## src/irq_ctrl_pkg.sv

```systemverilog
// constants, field layouts and carrier types of the timer and pin interrupt controller
// assumes one 40 MHz clock domain and an AXI4-Lite master with 32-bit data
package irq_ctrl_pkg;

	localparam int unsigned ADDR_W = 10;

	// register indices; byte address is four times the index
	localparam logic [7:0] TIMER_IRQ_FLAGS_IDX = 8'h38;
	localparam logic [7:0] TIMER_IRQ_ENABLE_IDX = 8'h39;
	localparam logic [7:0] EXT_IRQ_CTRL_IDX = 8'h3A;
	localparam logic [7:0] IRQ_STATE_IDX = 8'h3B;

	// timer flag and enable bit positions, shared by both registers
	localparam int T1_OVF_POS = 7;
	localparam int T1_CMP_POS = 6;
	localparam int T1_CAP_POS = 3;
	localparam int T0_OVF_POS = 1;
	localparam logic [7:0] TIMER_BITS_MASK = 8'hCA;
	localparam logic [7:0] TIMER_IRQ_ENABLE_RST = 8'h00;
	localparam logic [7:0] TIMER_IRQ_FLAGS_RST = 8'h00;

	// pin interrupt control word: sense a [1:0], sense b [3:2], enables, global enable
	localparam int SENSE_A_LSB = 0;
	localparam int SENSE_B_LSB = 2;
	localparam int EXT_A_EN_POS = 4;
	localparam int EXT_B_EN_POS = 5;
	localparam int GIE_POS = 7;
	localparam logic [7:0] EXT_CTRL_MASK = 8'h3F;
	localparam logic [7:0] EXT_CTRL_RST = 8'h00;
	localparam logic GIE_RST = 1'b0;
	localparam logic PIN_IDLE = 1'b1;

	// sources in priority order: lowest vector first
	localparam int NUM_SRC = 6;
	localparam logic [3:0] VEC_ADDR [NUM_SRC] = '{4'h1, 4'h2, 4'h3, 4'h4, 4'h5, 4'h6};
	// flag positions of the four timer sources (capture, compare, t1 overflow, t0 overflow)
	localparam int FLAG_POS [4] = '{T1_CAP_POS, T1_CMP_POS, T1_OVF_POS, T0_OVF_POS};

	// entry and return each span four clock cycles
	localparam int unsigned ENTRY_CYCLES = 4;
	localparam int unsigned RETURN_CYCLES = 4;

	localparam logic [1:0] RESP_OKAY = 2'h0;
	localparam logic [1:0] RESP_SLVERR = 2'h2;

	typedef enum logic [1:0] {
		SENSE_LOW = 2'h0,
		SENSE_ANY = 2'h1,
		SENSE_FALL = 2'h2,
		SENSE_RISE = 2'h3
	} sense_t;

	typedef struct packed {
		logic t1_wrap;
		logic t1_tick;
		logic t1_pwm_mode;
		logic t1_capture;
		logic t0_wrap;
	} timer_evt_t;

	typedef struct packed {
		logic en;
		logic [7:0] idx;
		logic [31:0] data;
		logic [3:0] strb;
	} reg_wr_t;

	function automatic logic idx_mapped(logic [7:0] idx);
		return idx == TIMER_IRQ_FLAGS_IDX || idx == TIMER_IRQ_ENABLE_IDX ||
			idx == EXT_IRQ_CTRL_IDX || idx == IRQ_STATE_IDX;
	endfunction

endpackage

```

## src/axi_lite_reg_port.sv

```systemverilog
// AXI4-Lite slave front end: one write and one read at a time
// assumes the register file answers a read index with a word in the same cycle
`timescale 1ns/1ps
module axi_lite_reg_port (
	// clock and reset
	input wire logic clk,
	input wire logic rst,
	input wire logic ce,
	// write address and data
	input wire logic [irq_ctrl_pkg::ADDR_W-1:0] awaddr,
	input wire logic awvalid,
	output logic awready,
	input wire logic [31:0] wdata,
	input wire logic [3:0] wstrb,
	input wire logic wvalid,
	output logic wready,
	output logic [1:0] bresp,
	output logic bvalid,
	input wire logic bready,
	// read address and data
	input wire logic [irq_ctrl_pkg::ADDR_W-1:0] araddr,
	input wire logic arvalid,
	output logic arready,
	output logic [31:0] rdata,
	output logic [1:0] rresp,
	output logic rvalid,
	input wire logic rready,
	// register file side
	output irq_ctrl_pkg::reg_wr_t wr,
	output logic [7:0] rd_idx,
	input wire logic [31:0] rd_word
);
	logic aw_got_reg;
	logic w_got_reg;
	logic [irq_ctrl_pkg::ADDR_W-1:0] waddr_reg;
	logic rd_pend_reg;
	logic rd_ok_reg;
	wire logic aw_hs = awvalid && awready;
	wire logic w_hs = wvalid && wready;
	wire logic ar_hs = arvalid && arready;
	wire logic [7:0] widx_w = waddr_reg[irq_ctrl_pkg::ADDR_W-1:2];
	wire logic wr_ok_w = (waddr_reg[1:0] == 2'h0) && irq_ctrl_pkg::idx_mapped(widx_w);
	wire logic wr_fire_w = aw_got_reg && w_got_reg && !bvalid;

	always_ff @(posedge clk or posedge rst) begin
		if (rst) begin
			awready <= 1'b1;
			wready <= 1'b1;
			aw_got_reg <= 1'b0;
			w_got_reg <= 1'b0;
			waddr_reg <= '0;
			wr <= '0;
			bvalid <= 1'b0;
			bresp <= irq_ctrl_pkg::RESP_OKAY;
		end else if (ce) begin
			wr.en <= 1'b0;
			if (aw_hs) begin
				aw_got_reg <= 1'b1;
				awready <= 1'b0;
				waddr_reg <= awaddr;
			end
			if (w_hs) begin
				w_got_reg <= 1'b1;
				wready <= 1'b0;
				wr.data <= wdata;
				wr.strb <= wstrb;
			end
			if (wr_fire_w) begin
				// unmapped or unaligned writes change nothing and answer with an error
				wr.en <= wr_ok_w;
				wr.idx <= widx_w;
				bvalid <= 1'b1;
				bresp <= wr_ok_w ? irq_ctrl_pkg::RESP_OKAY : irq_ctrl_pkg::RESP_SLVERR;
				aw_got_reg <= 1'b0;
				w_got_reg <= 1'b0;
			end
			if (bvalid && bready) begin
				bvalid <= 1'b0;
				awready <= 1'b1;
				wready <= 1'b1;
			end
		end
	end

	// reads have no side effects; the word is sampled one cycle after the index settles
	always_ff @(posedge clk or posedge rst) begin
		if (rst) begin
			arready <= 1'b1;
			rd_idx <= 8'h00;
			rd_pend_reg <= 1'b0;
			rd_ok_reg <= 1'b0;
			rvalid <= 1'b0;
			rdata <= 32'h0000_0000;
			rresp <= irq_ctrl_pkg::RESP_OKAY;
		end else if (ce) begin
			if (ar_hs) begin
				arready <= 1'b0;
				rd_idx <= araddr[irq_ctrl_pkg::ADDR_W-1:2];
				rd_ok_reg <= araddr[1:0] == 2'h0;
				rd_pend_reg <= 1'b1;
			end
			if (rd_pend_reg) begin
				rd_pend_reg <= 1'b0;
				rvalid <= 1'b1;
				if (rd_ok_reg && irq_ctrl_pkg::idx_mapped(rd_idx)) begin
					rdata <= rd_word;
					rresp <= irq_ctrl_pkg::RESP_OKAY;
				end else begin
					rdata <= 32'h0000_0000;
					rresp <= irq_ctrl_pkg::RESP_SLVERR;
				end
			end
			if (rvalid && rready) begin
				rvalid <= 1'b0;
				arready <= 1'b1;
			end
		end
	end
endmodule

```

## src/ext_pin_trigger.sv

```systemverilog
// synchroniser and sense detector for one external interrupt pin
// assumes the pin is asynchronous; the sense setting comes from the same clock
`timescale 1ns/1ps
module ext_pin_trigger (
	// clock and reset
	input wire logic clk,
	input wire logic rst,
	input wire logic ce,
	// pin and setting
	input wire logic pin,
	input wire irq_ctrl_pkg::sense_t sense,
	// results
	output logic level_low,
	output logic edge_hit
);
	logic s1_reg;
	logic s2_reg;
	logic s3_reg;
	logic stable_reg;
	logic edge_reg;
	wire logic chg_w = (s2_reg == s3_reg) && (s3_reg != stable_reg);
	wire logic rise_w = chg_w && s3_reg;
	wire logic fall_w = chg_w && !s3_reg;
	logic edge_next;

	// the pin is watched even when driven as an output, which gives a software interrupt
	always_comb begin
		unique case (sense)
			irq_ctrl_pkg::SENSE_ANY: edge_next = chg_w;
			irq_ctrl_pkg::SENSE_FALL: edge_next = fall_w;
			irq_ctrl_pkg::SENSE_RISE: edge_next = rise_w;
			irq_ctrl_pkg::SENSE_LOW: edge_next = 1'b0;
		endcase
	end

	always_ff @(posedge clk or posedge rst) begin
		if (rst) begin
			s1_reg <= irq_ctrl_pkg::PIN_IDLE;
			s2_reg <= irq_ctrl_pkg::PIN_IDLE;
			s3_reg <= irq_ctrl_pkg::PIN_IDLE;
			stable_reg <= irq_ctrl_pkg::PIN_IDLE;
			edge_reg <= 1'b0;
		end else if (ce) begin
			s1_reg <= pin;
			s2_reg <= s1_reg;
			s3_reg <= s2_reg;
			if (chg_w) begin
				stable_reg <= s3_reg;
			end
			edge_reg <= edge_next;
		end
	end

	assign level_low = !stable_reg;
	assign edge_hit = edge_reg;
endmodule

```

## src/timer_ext_interrupt_control.sv

```systemverilog
// interrupt controller for two timers and two pins, with the entry and return sequencer
// assumes the core signals instruction boundaries and return instructions on this clock
//
// Summary of operation
// - timer1 overflow enabled and pending takes vector 5
// - compare match enabled and pending takes vector 4
// - capture enabled and pending takes vector 3
// - timer0 overflow enabled and pending takes vector 6
// - enable bits 7, 6, 3, 1, reset zero
// - other bits ignore writes, read zero
// - timer1 overflow sets flag; PWM: leaving zero
// - timer1 count equals compare value sets flag
// - capture event sets capture flag
// - timer0 overflow sets its flag
// - flag clears when its vector is taken
// - writing one clears flag, zero keeps it
// - pin activity counts even when driven
// - pin triggers on falling, rising or low
// - low level requests for as long as held
// - vector runs at least four cycles after flag
// - entry pushes two PC bytes, stack minus two
// - multi-cycle instruction finishes before entry
// - return: four cycles, two pops, enable set
// - one main instruction runs after each return
// - entry clears the global interrupt enable
// - disabled flags stay pending until served or cleared
// - sense 00 low, 01 change, 10 fall, 11 rise
`timescale 1ns/1ps
module timer_ext_interrupt_control (
	// clock, reset, clock enable
	input wire logic clk,
	input wire logic rst,
	input wire logic ce,
	// AXI4-Lite register bus
	input wire logic [irq_ctrl_pkg::ADDR_W-1:0] awaddr,
	input wire logic awvalid,
	output logic awready,
	input wire logic [31:0] wdata,
	input wire logic [3:0] wstrb,
	input wire logic wvalid,
	output logic wready,
	output logic [1:0] bresp,
	output logic bvalid,
	input wire logic bready,
	input wire logic [irq_ctrl_pkg::ADDR_W-1:0] araddr,
	input wire logic arvalid,
	output logic arready,
	output logic [31:0] rdata,
	output logic [1:0] rresp,
	output logic rvalid,
	input wire logic rready,
	// timer events and count
	input wire irq_ctrl_pkg::timer_evt_t tmr,
	input wire logic [15:0] t1_count,
	input wire logic [15:0] t1_compare_value,
	// external interrupt pins
	input wire logic ext_irq_pin_a,
	input wire logic ext_irq_pin_b,
	// processor core
	input wire logic core_boundary,
	input wire logic core_ret_req,
	output logic core_hold,
	output logic stack_push,
	output logic stack_pop,
	output logic stack_hi_byte,
	output logic vector_go,
	output logic [3:0] vector_addr,
	output logic gie
);
	typedef enum logic [3:0] {
		ST_RUN = 4'h1,
		ST_ENTRY = 4'h2,
		ST_RETURN = 4'h4,
		ST_AFTER_RET = 4'h8
	} seq_state_t;

	localparam int NS = irq_ctrl_pkg::NUM_SRC;
	// counts stop one short: the take cycle itself is the first of the four
	localparam logic [2:0] ENTRY_LAST = 3'(irq_ctrl_pkg::ENTRY_CYCLES - 2);
	localparam logic [2:0] RETURN_LAST = 3'(irq_ctrl_pkg::RETURN_CYCLES - 2);

	irq_ctrl_pkg::reg_wr_t wr;
	logic [7:0] rd_idx;
	logic [31:0] rd_word;
	seq_state_t st_reg;
	seq_state_t st_next;
	logic [2:0] cnt_reg;
	logic [7:0] enable_reg;
	logic [7:0] flags_reg;
	logic [7:0] flags_next;
	logic [7:0] ctrl_reg;
	logic gie_reg;
	logic [1:0] edge_latch_reg;
	logic [NS-1:0] sel_reg;
	logic hold_reg;
	logic push_reg;
	logic pop_reg;
	logic hi_reg;
	logic go_reg;
	logic [3:0] vec_reg;
	logic [1:0] level_low_w;
	logic [1:0] edge_hit_w;
	logic [3:0] vec_w;
	logic [7:0] flag_set_w;
	logic [7:0] flag_clr_w;

	axi_lite_reg_port bus (
		.clk(clk),
		.rst(rst),
		.ce(ce),
		.awaddr(awaddr),
		.awvalid(awvalid),
		.awready(awready),
		.wdata(wdata),
		.wstrb(wstrb),
		.wvalid(wvalid),
		.wready(wready),
		.bresp(bresp),
		.bvalid(bvalid),
		.bready(bready),
		.araddr(araddr),
		.arvalid(arvalid),
		.arready(arready),
		.rdata(rdata),
		.rresp(rresp),
		.rvalid(rvalid),
		.rready(rready),
		.wr(wr),
		.rd_idx(rd_idx),
		.rd_word(rd_word)
	);

	ext_pin_trigger pin_a (
		.clk(clk),
		.rst(rst),
		.ce(ce),
		.pin(ext_irq_pin_a),
		.sense(irq_ctrl_pkg::sense_t'(ctrl_reg[irq_ctrl_pkg::SENSE_A_LSB +: 2])),
		.level_low(level_low_w[0]),
		.edge_hit(edge_hit_w[0])
	);

	ext_pin_trigger pin_b (
		.clk(clk),
		.rst(rst),
		.ce(ce),
		.pin(ext_irq_pin_b),
		.sense(irq_ctrl_pkg::sense_t'(ctrl_reg[irq_ctrl_pkg::SENSE_B_LSB +: 2])),
		.level_low(level_low_w[1]),
		.edge_hit(edge_hit_w[1])
	);

	// register write decode
	wire logic wr_lane0 = wr.en && wr.strb[0];
	wire logic wr_flags = wr_lane0 && wr.idx == irq_ctrl_pkg::TIMER_IRQ_FLAGS_IDX;
	wire logic wr_enable = wr_lane0 && wr.idx == irq_ctrl_pkg::TIMER_IRQ_ENABLE_IDX;
	wire logic wr_ctrl = wr_lane0 && wr.idx == irq_ctrl_pkg::EXT_IRQ_CTRL_IDX;

	wire logic [1:0] ext_en_w = {ctrl_reg[irq_ctrl_pkg::EXT_B_EN_POS],
		ctrl_reg[irq_ctrl_pkg::EXT_A_EN_POS]};
	wire logic [1:0] ext_level_w = {ctrl_reg[irq_ctrl_pkg::SENSE_B_LSB +: 2] == 2'h0,
		ctrl_reg[irq_ctrl_pkg::SENSE_A_LSB +: 2] == 2'h0};

	// PWM mode flags the count as it leaves zero
	wire logic t1_ovf_set = tmr.t1_pwm_mode ? (tmr.t1_tick && t1_count == 16'h0000) :
		tmr.t1_wrap;
	// compare match on each count step
	wire logic t1_cmp_set = tmr.t1_tick && (t1_count == t1_compare_value);

	logic [NS-1:0] pend_w;
	// level requests are never latched, only the pin level counts
	assign pend_w[1:0] = ext_en_w & ((ext_level_w & level_low_w) |
		(~ext_level_w & edge_latch_reg));

	// entry ends with the vector taken; hardware clears that source
	wire logic vec_take_w = st_reg == ST_ENTRY && cnt_reg == ENTRY_LAST;

	always_comb begin
		flag_set_w = 8'h00;
		flag_set_w[irq_ctrl_pkg::T1_OVF_POS] = t1_ovf_set;
		flag_set_w[irq_ctrl_pkg::T1_CMP_POS] = t1_cmp_set;
		flag_set_w[irq_ctrl_pkg::T1_CAP_POS] = tmr.t1_capture;
		flag_set_w[irq_ctrl_pkg::T0_OVF_POS] = tmr.t0_wrap;
	end

	genvar gi;
	generate
		for (gi = 0; gi < 4; gi++) begin : g_tflag
			localparam int P = irq_ctrl_pkg::FLAG_POS[gi];
			// request needs its enable and its flag
			assign pend_w[gi + 2] = flags_reg[P] && enable_reg[P];
			// clear by vector or by writing one
			assign flag_clr_w[P] = (wr_flags && wr.data[P]) || (vec_take_w && sel_reg[gi + 2]);
			// set wins over any clear in the same cycle
			assign flags_next[P] = (flags_reg[P] && !flag_clr_w[P]) || flag_set_w[P];
		end
	endgenerate

	assign flags_next[5:4] = 2'h0;
	assign flags_next[2] = 1'b0;
	assign flags_next[0] = 1'b0;
	assign flag_clr_w[5:4] = 2'h0;
	assign flag_clr_w[2] = 1'b0;
	assign flag_clr_w[0] = 1'b0;

	// lowest index, hence lowest vector, wins
	wire logic [NS-1:0] win_w = pend_w & (~pend_w + 6'h01);
	always_comb begin
		vec_w = 4'h0;
		for (int i = 0; i < NS; i++) begin
			if (win_w[i]) begin
				vec_w = irq_ctrl_pkg::VEC_ADDR[i];
			end
		end
	end

	// entry starts only at an instruction boundary
	wire logic take_w = core_boundary && gie_reg && (|pend_w) &&
		((st_reg == ST_RUN && !core_ret_req) || st_reg == ST_AFTER_RET);
	wire logic ret_w = core_ret_req && st_reg == ST_RUN;

	always_comb begin
		st_next = st_reg;
		unique case (st_reg)
			ST_RUN: begin
				if (ret_w) begin
					st_next = ST_RETURN;
				end else if (take_w) begin
					st_next = ST_ENTRY;
				end
			end
			ST_ENTRY: begin
				if (cnt_reg == ENTRY_LAST) begin
					st_next = ST_RUN;
				end
			end
			ST_RETURN: begin
				if (cnt_reg == RETURN_LAST) begin
					st_next = ST_AFTER_RET;
				end
			end
			// wait for one main instruction to end
			ST_AFTER_RET: begin
				if (take_w) begin
					st_next = ST_ENTRY;
				end else if (core_boundary) begin
					st_next = ST_RUN;
				end
			end
			default: st_next = ST_RUN;
		endcase
	end

	always_ff @(posedge clk or posedge rst) begin
		if (rst) begin
			st_reg <= ST_RUN;
			cnt_reg <= 3'h0;
			sel_reg <= '0;
		end else if (ce) begin
			st_reg <= st_next;
			cnt_reg <= (st_next != st_reg) ? 3'h0 : cnt_reg + 3'h1;
			if (take_w) begin
				sel_reg <= win_w;
			end
		end
	end

	always_ff @(posedge clk or posedge rst) begin
		if (rst) begin
			enable_reg <= irq_ctrl_pkg::TIMER_IRQ_ENABLE_RST;
			flags_reg <= irq_ctrl_pkg::TIMER_IRQ_FLAGS_RST;
			ctrl_reg <= irq_ctrl_pkg::EXT_CTRL_RST;
		end else if (ce) begin
			flags_reg <= flags_next;
			if (wr_enable) begin
				enable_reg <= wr.data[7:0] & irq_ctrl_pkg::TIMER_BITS_MASK;
			end
			if (wr_ctrl) begin
				ctrl_reg <= wr.data[7:0] & irq_ctrl_pkg::EXT_CTRL_MASK;
			end
		end
	end

	// pin edges are remembered until served; level mode keeps no memory
	always_ff @(posedge clk or posedge rst) begin
		if (rst) begin
			edge_latch_reg <= 2'h0;
		end else if (ce) begin
			for (int i = 0; i < 2; i++) begin
				if (ext_level_w[i]) begin
					edge_latch_reg[i] <= 1'b0;
				end else if (edge_hit_w[i]) begin
					edge_latch_reg[i] <= 1'b1;
				end else if (vec_take_w && sel_reg[i]) begin
					edge_latch_reg[i] <= 1'b0;
				end
			end
		end
	end

	// global enable: entry clears it, return and software set it
	always_ff @(posedge clk or posedge rst) begin
		if (rst) begin
			gie_reg <= irq_ctrl_pkg::GIE_RST;
		end else if (ce) begin
			if (take_w) begin
				gie_reg <= 1'b0;
			// set at the end of the return
			end else if (st_reg == ST_RETURN && cnt_reg == RETURN_LAST) begin
				gie_reg <= 1'b1;
			end else if (wr_ctrl) begin
				gie_reg <= wr.data[irq_ctrl_pkg::GIE_POS];
			end
		end
	end

	// core-facing strobes, all registered
	always_ff @(posedge clk or posedge rst) begin
		if (rst) begin
			hold_reg <= 1'b0;
			push_reg <= 1'b0;
			pop_reg <= 1'b0;
			hi_reg <= 1'b0;
			go_reg <= 1'b0;
			vec_reg <= 4'h0;
		end else if (ce) begin
			hold_reg <= st_next == ST_ENTRY || st_next == ST_RETURN;
			// low byte on the take edge, high byte next, vector two later
			push_reg <= take_w || (st_reg == ST_ENTRY && cnt_reg == 3'h0);
			// high byte pops first, then low
			pop_reg <= ret_w || (st_reg == ST_RETURN && cnt_reg == 3'h0);
			hi_reg <= ret_w || (st_reg == ST_ENTRY && cnt_reg == 3'h0);
			go_reg <= vec_take_w;
			if (take_w) begin
				vec_reg <= vec_w;
			end
		end
	end

	assign core_hold = hold_reg;
	assign stack_push = push_reg;
	assign stack_pop = pop_reg;
	assign stack_hi_byte = hi_reg;
	assign vector_go = go_reg;
	assign vector_addr = vec_reg;
	assign gie = gie_reg;

	assign rd_word =
		(rd_idx == irq_ctrl_pkg::TIMER_IRQ_FLAGS_IDX) ? {24'h0, flags_reg} :
		(rd_idx == irq_ctrl_pkg::TIMER_IRQ_ENABLE_IDX) ? {24'h0, enable_reg} :
		(rd_idx == irq_ctrl_pkg::EXT_IRQ_CTRL_IDX) ? {24'h0, gie_reg, 1'b0, ctrl_reg[5:0]} :
		(rd_idx == irq_ctrl_pkg::IRQ_STATE_IDX) ? {22'h0, st_reg, pend_w} : 32'h0000_0000;
endmodule
```

## config.mk

```make
export PLATFORM = sky130hd
export DESIGN_NAME = timer_ext_interrupt_control
export DESIGN_NICKNAME = d
export VERILOG_FILES = /design/src/irq_ctrl_pkg.sv /design/src/axi_lite_reg_port.sv /design/src/ext_pin_trigger.sv /design/src/timer_ext_interrupt_control.sv
export SDC_FILE = /design/constraint.sdc
export NUM_CORES = 1
export LEC_CHECK = 0
export ABC_AREA = 1
export BUFFER_PORTS_ARGS = -buffer_cell sky130_fd_sc_hd__buf_2
export CORE_MARGIN = 4
export CORE_UTILIZATION = 49
export CTS_BUF_LIST = sky130_fd_sc_hd__clkbuf_4
export DETAILED_ROUTE_END_ITERATION = 10
export HOLD_SLACK_MARGIN = 0.06
export PLACE_DENSITY = 0.87
export SETUP_SLACK_MARGIN = 0.15
export SYNTH_ARGS = -nofsm -noshare
export SYNTH_HDL_FRONTEND = slang
export SYNTH_SLANG_ARGS = --single-unit
```

## constraint.sdc

```tcl
create_clock -name clk -period 3.5 [get_ports clk]
set_clock_uncertainty 0.05 [all_clocks]
set_input_delay 0.525 -clock clk [delete_from_list [all_inputs] [get_ports clk]]
set_output_delay 0.525 -clock clk [all_outputs]
set_load 0.02 [all_outputs]
```

==> reports/metrics.yaml, run 1 <==
fmax_mhz: 467
reg2reg_depth: 7
combPwrFrac_pct: 29.4
drtIter0Drc: 298
final.setup.tns_ns: 0
rsz0062_at_grt: "false"
arrival_ns: 2.45
num_rows: 37
max-cap-violations: 0
cts_sinks: 105
drcViolationCount: 0
io_pins: 156
totalWireLength_um: 11600
ys_ff_latch: 105
viasPerCell: 4.99
wire_per_inst_um: 13.2
synth_edf_count: 0
r2r-end: "flags_reg[3]"
netlist_area_um2: 5280
internal_power_mw: 2.09
fillers: 945
place_congestion: 0.899
crit_fanout: 5
seqCellArea_um2: 2640
cts_tree: "yes"
reg2reg_from: "cnt_reg[0]"
syn_area_per_cell_um2: 8.28
cts_buffers: 9
clock-root-buffer: "clkbuf_4"
grt_pass1_wl_um: 19400
drtPass1Iterations: 5
clock_path_buffers: 2
holdCritPathClass: "input port to async pin"
switchingPower_mw: 1.32
leakage_nw: 3.14
end_kind: "register"
synth_flop_cell: "dfrtp_1"
post-route-min-period_ns: 2.14
fp.coreArea_um2: 10400
r2r_slack_ns: 1.36
area_growth_pct: 13.7
via_count: 4415
p_sw_share_pct: 38.6
portBuffers: 103
status: "finished clean"
globalRouteOverflowTotal: 0
ys_warn_count: 0
drive_above_1_share_pct: 22.6
cts_resized: 0
worstSkewPairLatency_ns: 0.47
antennaDiodeCount: 0
dpl.hpwl_um: 9000
h-tree-depth: 3
async_flop_share_pct: 100
dieArea_um2: 12500
die_height_um: 112
p_seq_share_pct: 52.5
worst-endpoint-required_ns: 3.81
die_x_um: 112
layout_setup_ws_ns: 1.36
antenna_found_initial: 0
ir_drop_mv: 0.374
hold_viol_final: 0
startpoint: "cnt_reg[0]"
path_clk_slew_ns: 0.18
grt_max_degree: 54
finalSetupViolations: 0
multiInputGateArea_um2: 2160
power_mw: 3.41
start_util_pct: 50.7
cts.hold.buffers_added: 0
netlist_instances: 638
relSlewSlack_pct: 47.3
drv_slew: 0
power_density_nw_per_um2: 567
dp_slack_ns: 1.26
cp-start-kind: "register"
fin_util_pct: 57.6
ys_types: 48
worst-setup-path-type: "register to register"
largest_register_ffs: 18
grt_pass1_vias: 4158
clockPowerShare_pct: 18.1
grt.total_usage_pct: 18.9
tightest_slew_ns: 0.787
antenna_left: 0
cts_setup_buffers: 0
fin_nets: 851
yosysSeqAreaShare_pct: 50.0
fin_crit_sh_pct: 61.2
==> synthesized netlist by cell type, types with 4 or more instances <==
library cell | n | area share (%)
inv_1 | 82 | 5.8
xor2_1 | 8 | 1.3
inv_2 | 6 | 0.43
a21oi_1 | 6 | 0.57
nand2_1 | 191 | 14
a31oi_1 | 4 | 0.47
buf_4 | 25 | 3.6
nor2_1 | 30 | 2.1
dfstp_2 | 12 | 6.0
nand3_1 | 20 | 1.9
o22ai_1 | 8 | 0.95
nand2_2 | 4 | 0.47
nand4_1 | 10 | 1.2
clkbuf_1 | 7 | 0.50
nor3_1 | 4 | 0.38
o211ai_1 | 5 | 0.71
nor4_1 | 10 | 1.2
dfrtp_1 | 93 | 44
o21ai_2 | 7 | 1.2
a22o_1 | 4 | 0.66
o21ai_0 | 58 | 5.5
==> cell type report <==
class | count | share of cell area [%]
Sequential cell | 105 | 44.0
Multi-Input combinational cell | 432 | 35.9
Timing Repair Buffer | 107 | 9.29
Inverter | 88 | 5.54
Tap cell | 136 | 2.83
Clock inverter | 7 | 1.27
Clock buffer | 9 | 1.13
==> power groups by stage <==
| stage | combinational, mW | sequential [mW] | clock (mW) |
|---|---|---|---|
| 6_report | 1.00 | 1.79 | 0.617 |
| 3_5_place_dp | 1.01 | 1.82 | 0 |
| 5_1_grt | 1.14 | 1.84 | 0.692 |
| 2_1_floorplan | 0.679 | 1.84 | 0 |
| 4_1_cts | 1.01 | 1.79 | 0.633 |
| 3_3_place_gp | 0.962 | 1.80 | 0 |
==> cells in the final DEF, fill, tap and decap left out, types with 4 or more instances in the layout <==
| master | count |
|---|---|
| nand3_1 | 20 |
| nand2_1 | 191 |
| nor3_1 | 4 |
| xor2_1 | 8 |
| o21ai_0 | 58 |
| a21oi_1 | 6 |
| buf_2 | 103 |
| nand2_2 | 4 |
| inv_1 | 81 |
| o22ai_1 | 8 |
| a31oi_1 | 4 |
| nor2_1 | 30 |
| o21ai_2 | 7 |
| inv_2 | 6 |
| nand4_1 | 10 |
| clkbuf_4 | 9 |
| nor4_1 | 10 |
| a22o_1 | 4 |
| o211ai_1 | 5 |
| dfstp_2 | 12 |
| dfrtp_1 | 93 |
| conb_1 | 25 |
==> metrics by stage <==
stage	hold slack, ns	instances	instance area, µm²
floorplan	0.392	662	5370
global placement	0.401	868	5860
detailed placement	0.409	868	5860
CTS	0.0773	884	6000
global route	0.0842	884	6000
finish	0.0710	884	6000
==> worst max path at each step <==
| stage | to | slack, ns | depth (start not counted) |
|---|---|---|---|
| 4_1_cts | flags_reg[3] | 1.35 | 7 |
| 2_1_floorplan | bus.aw_got_reg | 0.18 | 1 |
| 3_3_place_gp | bus.rdata[8] | 1.32 | 7 |
| 3_5_place_dp | bus.rdata[8] | 1.26 | 7 |
| 6_report | flags_reg[3] | 1.36 | 7 |
| 5_1_grt | flags_reg[3] | 1.18 | 7 |
==> kinds of logic after synthesis <==
group,after synthesis,synth area share [%]
simple gates,284,23.8
fa+ha+maj,3,0.711
flops,105,50.0
other cells,1,0.0710
xor+xnor,10,1.66
compound gates,110,12.9
buf+inv,125,10.8
==> critical path, cell delays in order (launching register included) <==
cell and delay, ns:
dfrtp_1 0.43, inv_1 0.11, ha_1 0.15, nand2_1 0.12, nor4_2 0.52, nand2_1 0.30
o221ai_1 0.27, nand2_1 0.08
==> routing by layer <==
metal  share of wire, %  track usage [%]
met2                 48             30.5
met3                7.8             5.43
met1                 43             25.6
met4               0.93             3.89
met5                  0                0
Note: power is estimated with default switching activity, not from simulation.
==> inputs of run 2 (changes only) <==
Settings changed: CORE_UTILIZATION 49 to 50, PLACE_DENSITY 0.87 to 0.86.
Clock period 3.5 ns to 2 ns, I/O delays scaled along.
==> reports/metrics.yaml, run 2 (synthesis results as in run 1) <==
status: "finished clean"
fin_crit_sh_pct: 89.2  # +28 points
portBuffers: 103  # unchanged
dieArea_um2: 12300  # -1.9%
worst-endpoint-required_ns: 2.35  # -1.46 ns
drv_slew: 0  # unchanged
arrival_ns: 2.13  # -0.32 ns
fp.coreArea_um2: 10300  # -0.89%
fillers: 865  # -8.5%
antenna_left: 0  # unchanged
largest_register_ffs: 18  # unchanged
place_congestion: 0.861  # -4.3%
final.setup.tns_ns: 0  # unchanged
layout_commonest_cell: "nand2_1"
grt_pass1_wl_um: 20900  # +7.7%
crit_fanout: 3  # -2
area_growth_pct: 25.2
worstHoldStart: "tmr[4]"
p_sw_share_pct: 37.3  # -1.3 points
io_pins: 156  # unchanged
cts_buffers: 9  # unchanged
viasPerCell: 5.01  # +0.30%
drcViolationCount: 0  # unchanged
antennaDiodeCount: 0  # unchanged
start_util_pct: 51.2  # +0.45 points
reg2reg_from: "st_reg[3]"
leakage_nw: 3.40  # +8.3%
fmax_mhz: 561  # +20%
hold_viol_final: 0  # unchanged
grt_max_degree: 34  # -37%
num_rows: 37  # unchanged
grt_pass1_vias: 4596  # +11%
drtIter0Drc: 325  # +9.1%
dpl.hpwl_um: 9050  # +0.59%
clock_path_buffers: 2  # unchanged
die_height_um: 111  # -0.93%
layout_setup_ws_ns: 0.217  # -1.14 ns
ir_drop_mv: 0.723  # +93%
rsz0062_at_grt: "true"
totalWireLength_um: 12600  # +7.9%
instances_no_fill: 946  # +7.0%
switchingPower_mw: 2.31  # +76%
antenna_found_initial: 0  # unchanged
cts_sinks: 105  # unchanged
cts_tree: "yes"
clock-root-buffer: "clkbuf_4"
final_cell_mix: "nand2_1, buf_2, dfrtp_1"
cp-start-kind: "register"
finalSetupViolations: 0  # unchanged
end_kind: "register"
die_x_um: 111  # -0.93%
dp_cells: 879  # +1.3%
fin_nets: 913  # +7.3%
clockPowerShare_pct: 18.1  # about the same
worst-setup-path-type: "register to register"
combPwrFrac_pct: 31.3  # +1.9 points
h-tree-depth: 3  # unchanged
drive_above_1_share_pct: 24.0  # +1.4 points
seqCellArea_um2: 2640  # unchanged
holdCritPathClass: "input port to register"
power_density_nw_per_um2: 937  # +65%
worstSkewPairLatency_ns: 0.46  # about the same
grt.total_usage_pct: 20.2  # +1.3 points
max-cap-violations: 0  # unchanged
internal_power_mw: 3.88  # +86%
path_clk_slew_ns: 0.15  # -0.03 ns
drtPass1Iterations: 5  # unchanged
via_count: 4739  # +7.3%
globalRouteOverflowTotal: 0  # unchanged
dp_slack_ns: 0.179  # -1.08 ns
wire_per_inst_um: 13.3  # +0.84%
startpoint: "st_reg[3]"
p_seq_share_pct: 50.6  # -1.9 points
post-route-min-period_ns: 1.78  # -0.359 ns
multiInputGateArea_um2: 2180  # +0.99%
## run 2: area by class of cell
| type | instances | area share (%) |
|---|---|---|
| flip-flops and latches | 105 | 40.0 |
| multi-input cells | 432 | 32.9 |
| repair buffers | 169 | 17.2 |
| inverters | 88 | 5.09 |
| well taps | 136 | 2.57 |
| clock inverters | 7 | 1.17 |
| clock buffers | 9 | 1.02 |
## run 2: worst paths after layout
| check | slack, ns | cells past startpoint | endpoint |
|---|---|---|---|
| max | 0.22 | 9 | cnt_reg[2] |
| min | 0.1 | 3 | flags_reg[7] |
| max reg2reg | 0.22 | 9 | cnt_reg[2] |
| min reg2reg | 0.43 | 2 | pin_a.s1_reg |
| max in group asynchronous | 0.88 | 4 | bus.arready |
| min in group asynchronous | 0.30 | 3 | bus.waddr_reg[2] |
## run 2: routing by layer
metal | routed length, µm | global-route usage [%] | up-vias | share of wire [%]
met2 | 6260 | 34.1 | 163 | 50
met1 | 5280 | 26.2 | 2204 | 42
li1 | - | - | 2352 | -
met3 | 856 | 5.24 | 20 | 6.8
met4 | 163 | 4.76 | 0 | 1.3
met5 | 0 | 0 | - | 0
## run 2: through the flow
step           area (µm²)  util (%)  hold slack [ns]  power (mW)
2_1_floorplan        5380         -            0.346        4.41
3_3_place_gp         5960      57.7            0.256        4.88
3_5_place_dp         5960      57.7            0.255        4.95
4_1_cts              6520      63.1           0.0762        6.16
5_1_grt              6610      64.0           0.0730        6.63
6_report             6610      64.0           0.0993        6.19
## run 2: worst max-delay path, stage by stage, from the launching register on
cell and delay [ns]:
dfrtp_1 0.45, nor2_1 0.16, inv_1 0.12, nor3_1 0.29
nor3_1 0.09, nor2_1 0.13, nand3_1 0.10, nand2_1 0.08
nand3_2 0.12, a21oi_2 0.13
## run 2: repair_timing
action / in CTS / in global routing
pin swaps: 0 / 3
gates resized for setup: 2 / 8
buffers inserted: 0 / 10
hold endpoints to repair: 102 / 0
setup endpoints to repair: 4 / 31
hold buffers: 41 / 0
## run 2: power groups by stage
stage | Combinational [mW] | Sequential, mW | Clock (mW)
after floorplan | 1.19 | 3.22 | 0
after global placement | 1.73 | 3.15 | 0
after detailed placement | 1.78 | 3.17 | 0
after CTS | 1.88 | 3.13 | 1.14
after global routing | 2.19 | 3.21 | 1.23
final | 1.94 | 3.14 | 1.12
==> inputs of run 3 (changes only) <==
Settings changed: PLACE_DENSITY 0.86 to 0.82, SYNTH_HIERARCHICAL set to 1.
==> reports/metrics.yaml, run 3 <==
status: "finished clean"
viasPerCell: 5.10  # +1.8%
finalSetupViolations: 0  # unchanged
final_cell_mix: "nand2_1, buf_2, dfrtp_1"
die_height_um: 120  # +8.7%
dpl.hpwl_um: 11100  # +22%
end_kind: "register"
antenna_left: 0  # unchanged
leakage_nw: 4.37  # +28%
path_clk_slew_ns: 0.13  # -0.02 ns
dp_cells: 1061  # +21%
netlist_area_um2: 6310  # +20%
arrival_ns: 2.19  # +0.06 ns
layout_commonest_cell: "nand2_1"
largest_register_ffs: 32  # +14
fin_crit_sh_pct: 87.4  # -1.8 points
cts_buffers: 17  # +8
antenna_found_initial: 0  # unchanged
grt_pass1_vias: 5633  # +23%
ys_warn_count: 6  # +6
drtPass1Iterations: 5  # unchanged
globalRouteOverflowTotal: 0  # unchanged
fin_area_um2: 8000  # +21%
via_count: 5827  # +23%
clock_path_buffers: 2  # unchanged
reg2reg_depth: 5  # -4
worst-endpoint-required_ns: 2.45  # +0.10 ns
place_congestion: 0.893  # +3.7%
wire_per_inst_um: 14.1  # +6.3%
dieArea_um2: 14500  # +18%
syn_area_per_cell_um2: 8.31  # +0.35%
holdCritPathClass: "input port to register"
drcViolationCount: 0  # unchanged
fin_nets: 1070  # +17%
fp.coreArea_um2: 12200  # +18%
r2r-end: "bus/waddr_reg[1]"
holdPathStages: 6  # +3
post-route-min-period_ns: 1.75  # -0.0364 ns
hold_viol_final: 0  # unchanged
antennaDiodeCount: 0  # unchanged
r2r_slack_ns: 0.25  # +0.04 ns
num_rows: 40  # +8.1%
whs_endpoint: "flags_reg[7]"
grt_pass1_wl_um: 27100  # +30%
h-tree-depth: 4  # +1
worstSkewPairLatency_ns: 0.56  # +0.10 ns
multiInputGateArea_um2: 2730  # +25%
seqCellArea_um2: 3200  # +21%
dp_slack_ns: 0.219  # +0.0400 ns
worst-setup-path-type: "register to register"
fmax_mhz: 572  # +2.1%
power_mw: 6.38  # +3.0%
totalWireLength_um: 16100  # +28%
clock-root-buffer: "clkbuf_4"
cp-start-kind: "register"
fin_hold_ws_ns: 0.102  # +0.00276 ns
power_density_nw_per_um2: 798  # -15%
io_pins: 156  # unchanged
worstHoldStart: "t1_count[13]"
cts_tree: "yes"
die_x_um: 120  # +8.7%
reg2reg_from: "bus/awready"
final.setup.tns_ns: 0  # unchanged
layout_setup_ws_ns: 0.253  # +0.0364 ns
drtIter0Drc: 490  # +51%
drv_slew: 0  # unchanged
place_area_um2: 7160  # +20%
fillers: 987  # +14%
grt_max_degree: 39  # +15%
instances_no_fill: 1143  # +21%
netlist_instances: 760  # +19%
ir_drop_mv: 0.453  # -37%
portBuffers: 125  # +21%
drive_above_1_share_pct: 25.0  # +1.1 points
rsz0062_at_grt: "false"
area_growth_pct: 26.6
max-cap-violations: 0  # unchanged
start_util_pct: 51.7  # +0.54 points
crit_fanout: 13  # +10
fin_util_pct: 65.5  # +1.4 points
cts_sinks: 127  # +21%
grt.total_usage_pct: 23.2  # +3.0 points
## run 3: worst max path at each step
| stage | from | slack, ns | to | cells after the start |
|---|---|---|---|---|
| global route | bus/rd_idx[3] | 0.15 | bus/rdata[1] | 10 |
| finish | bus/awready | 0.25 | bus/waddr_reg[1] | 5 |
| floorplan | bus/rd_idx[7] | 0.38 | bus/rdata[4] | 5 |
| detailed placement | st_reg[3] | 0.22 | edge_latch_reg[0] | 6 |
| global placement | st_reg[3] | 0.28 | edge_latch_reg[0] | 6 |
| CTS | st_reg[3] | 0.19 | edge_latch_reg[0] | 6 |
## run 3: cell type report
cell class / count / share of cell area [%]
multi-input combinational: 545 / 34.2
clock inverter: 15 / 2.00
inverter: 83 / 3.94
tap: 168 / 2.63
timing repair buffer: 188 / 15.7
clock buffer: 17 / 1.60
sequential: 127 / 40.0
## run 3: power breakdown
group	internal, mW	switching (mW)	leakage [nW]
registers	2.82	0.232	1.65
logic	0.538	0.975	2.57
clock network	0.755	1.06	0.153
total	4.11	2.27	4.37
## run 3: layer usage
layer  track usage (%)  vias to the layer above  routed length, µm
met4              8.57                        0                375
li1                  -                     2850                  -
met5                 0                        -                  0
met3              5.66                       44                960
met2              37.8                      199               8060
met1              30.2                     2734               6730
## run 3: critical path: stages (launching register included)
cell and delay, ns:
dfstp_2 0.58, nand3_4 0.13, inv_2 0.21, nand2_1 0.10
nand2_1 0.06, dlygate4sd3_1 0.56
## run 3: what timing repair did
action                                 in CTS  in global routing
buffers inserted                            0                  4
endpoints found under the hold margin     109                  0
resized for setup                           0                 15
setup endpoints to repair                   0                 23
hold buffers                               46                  0
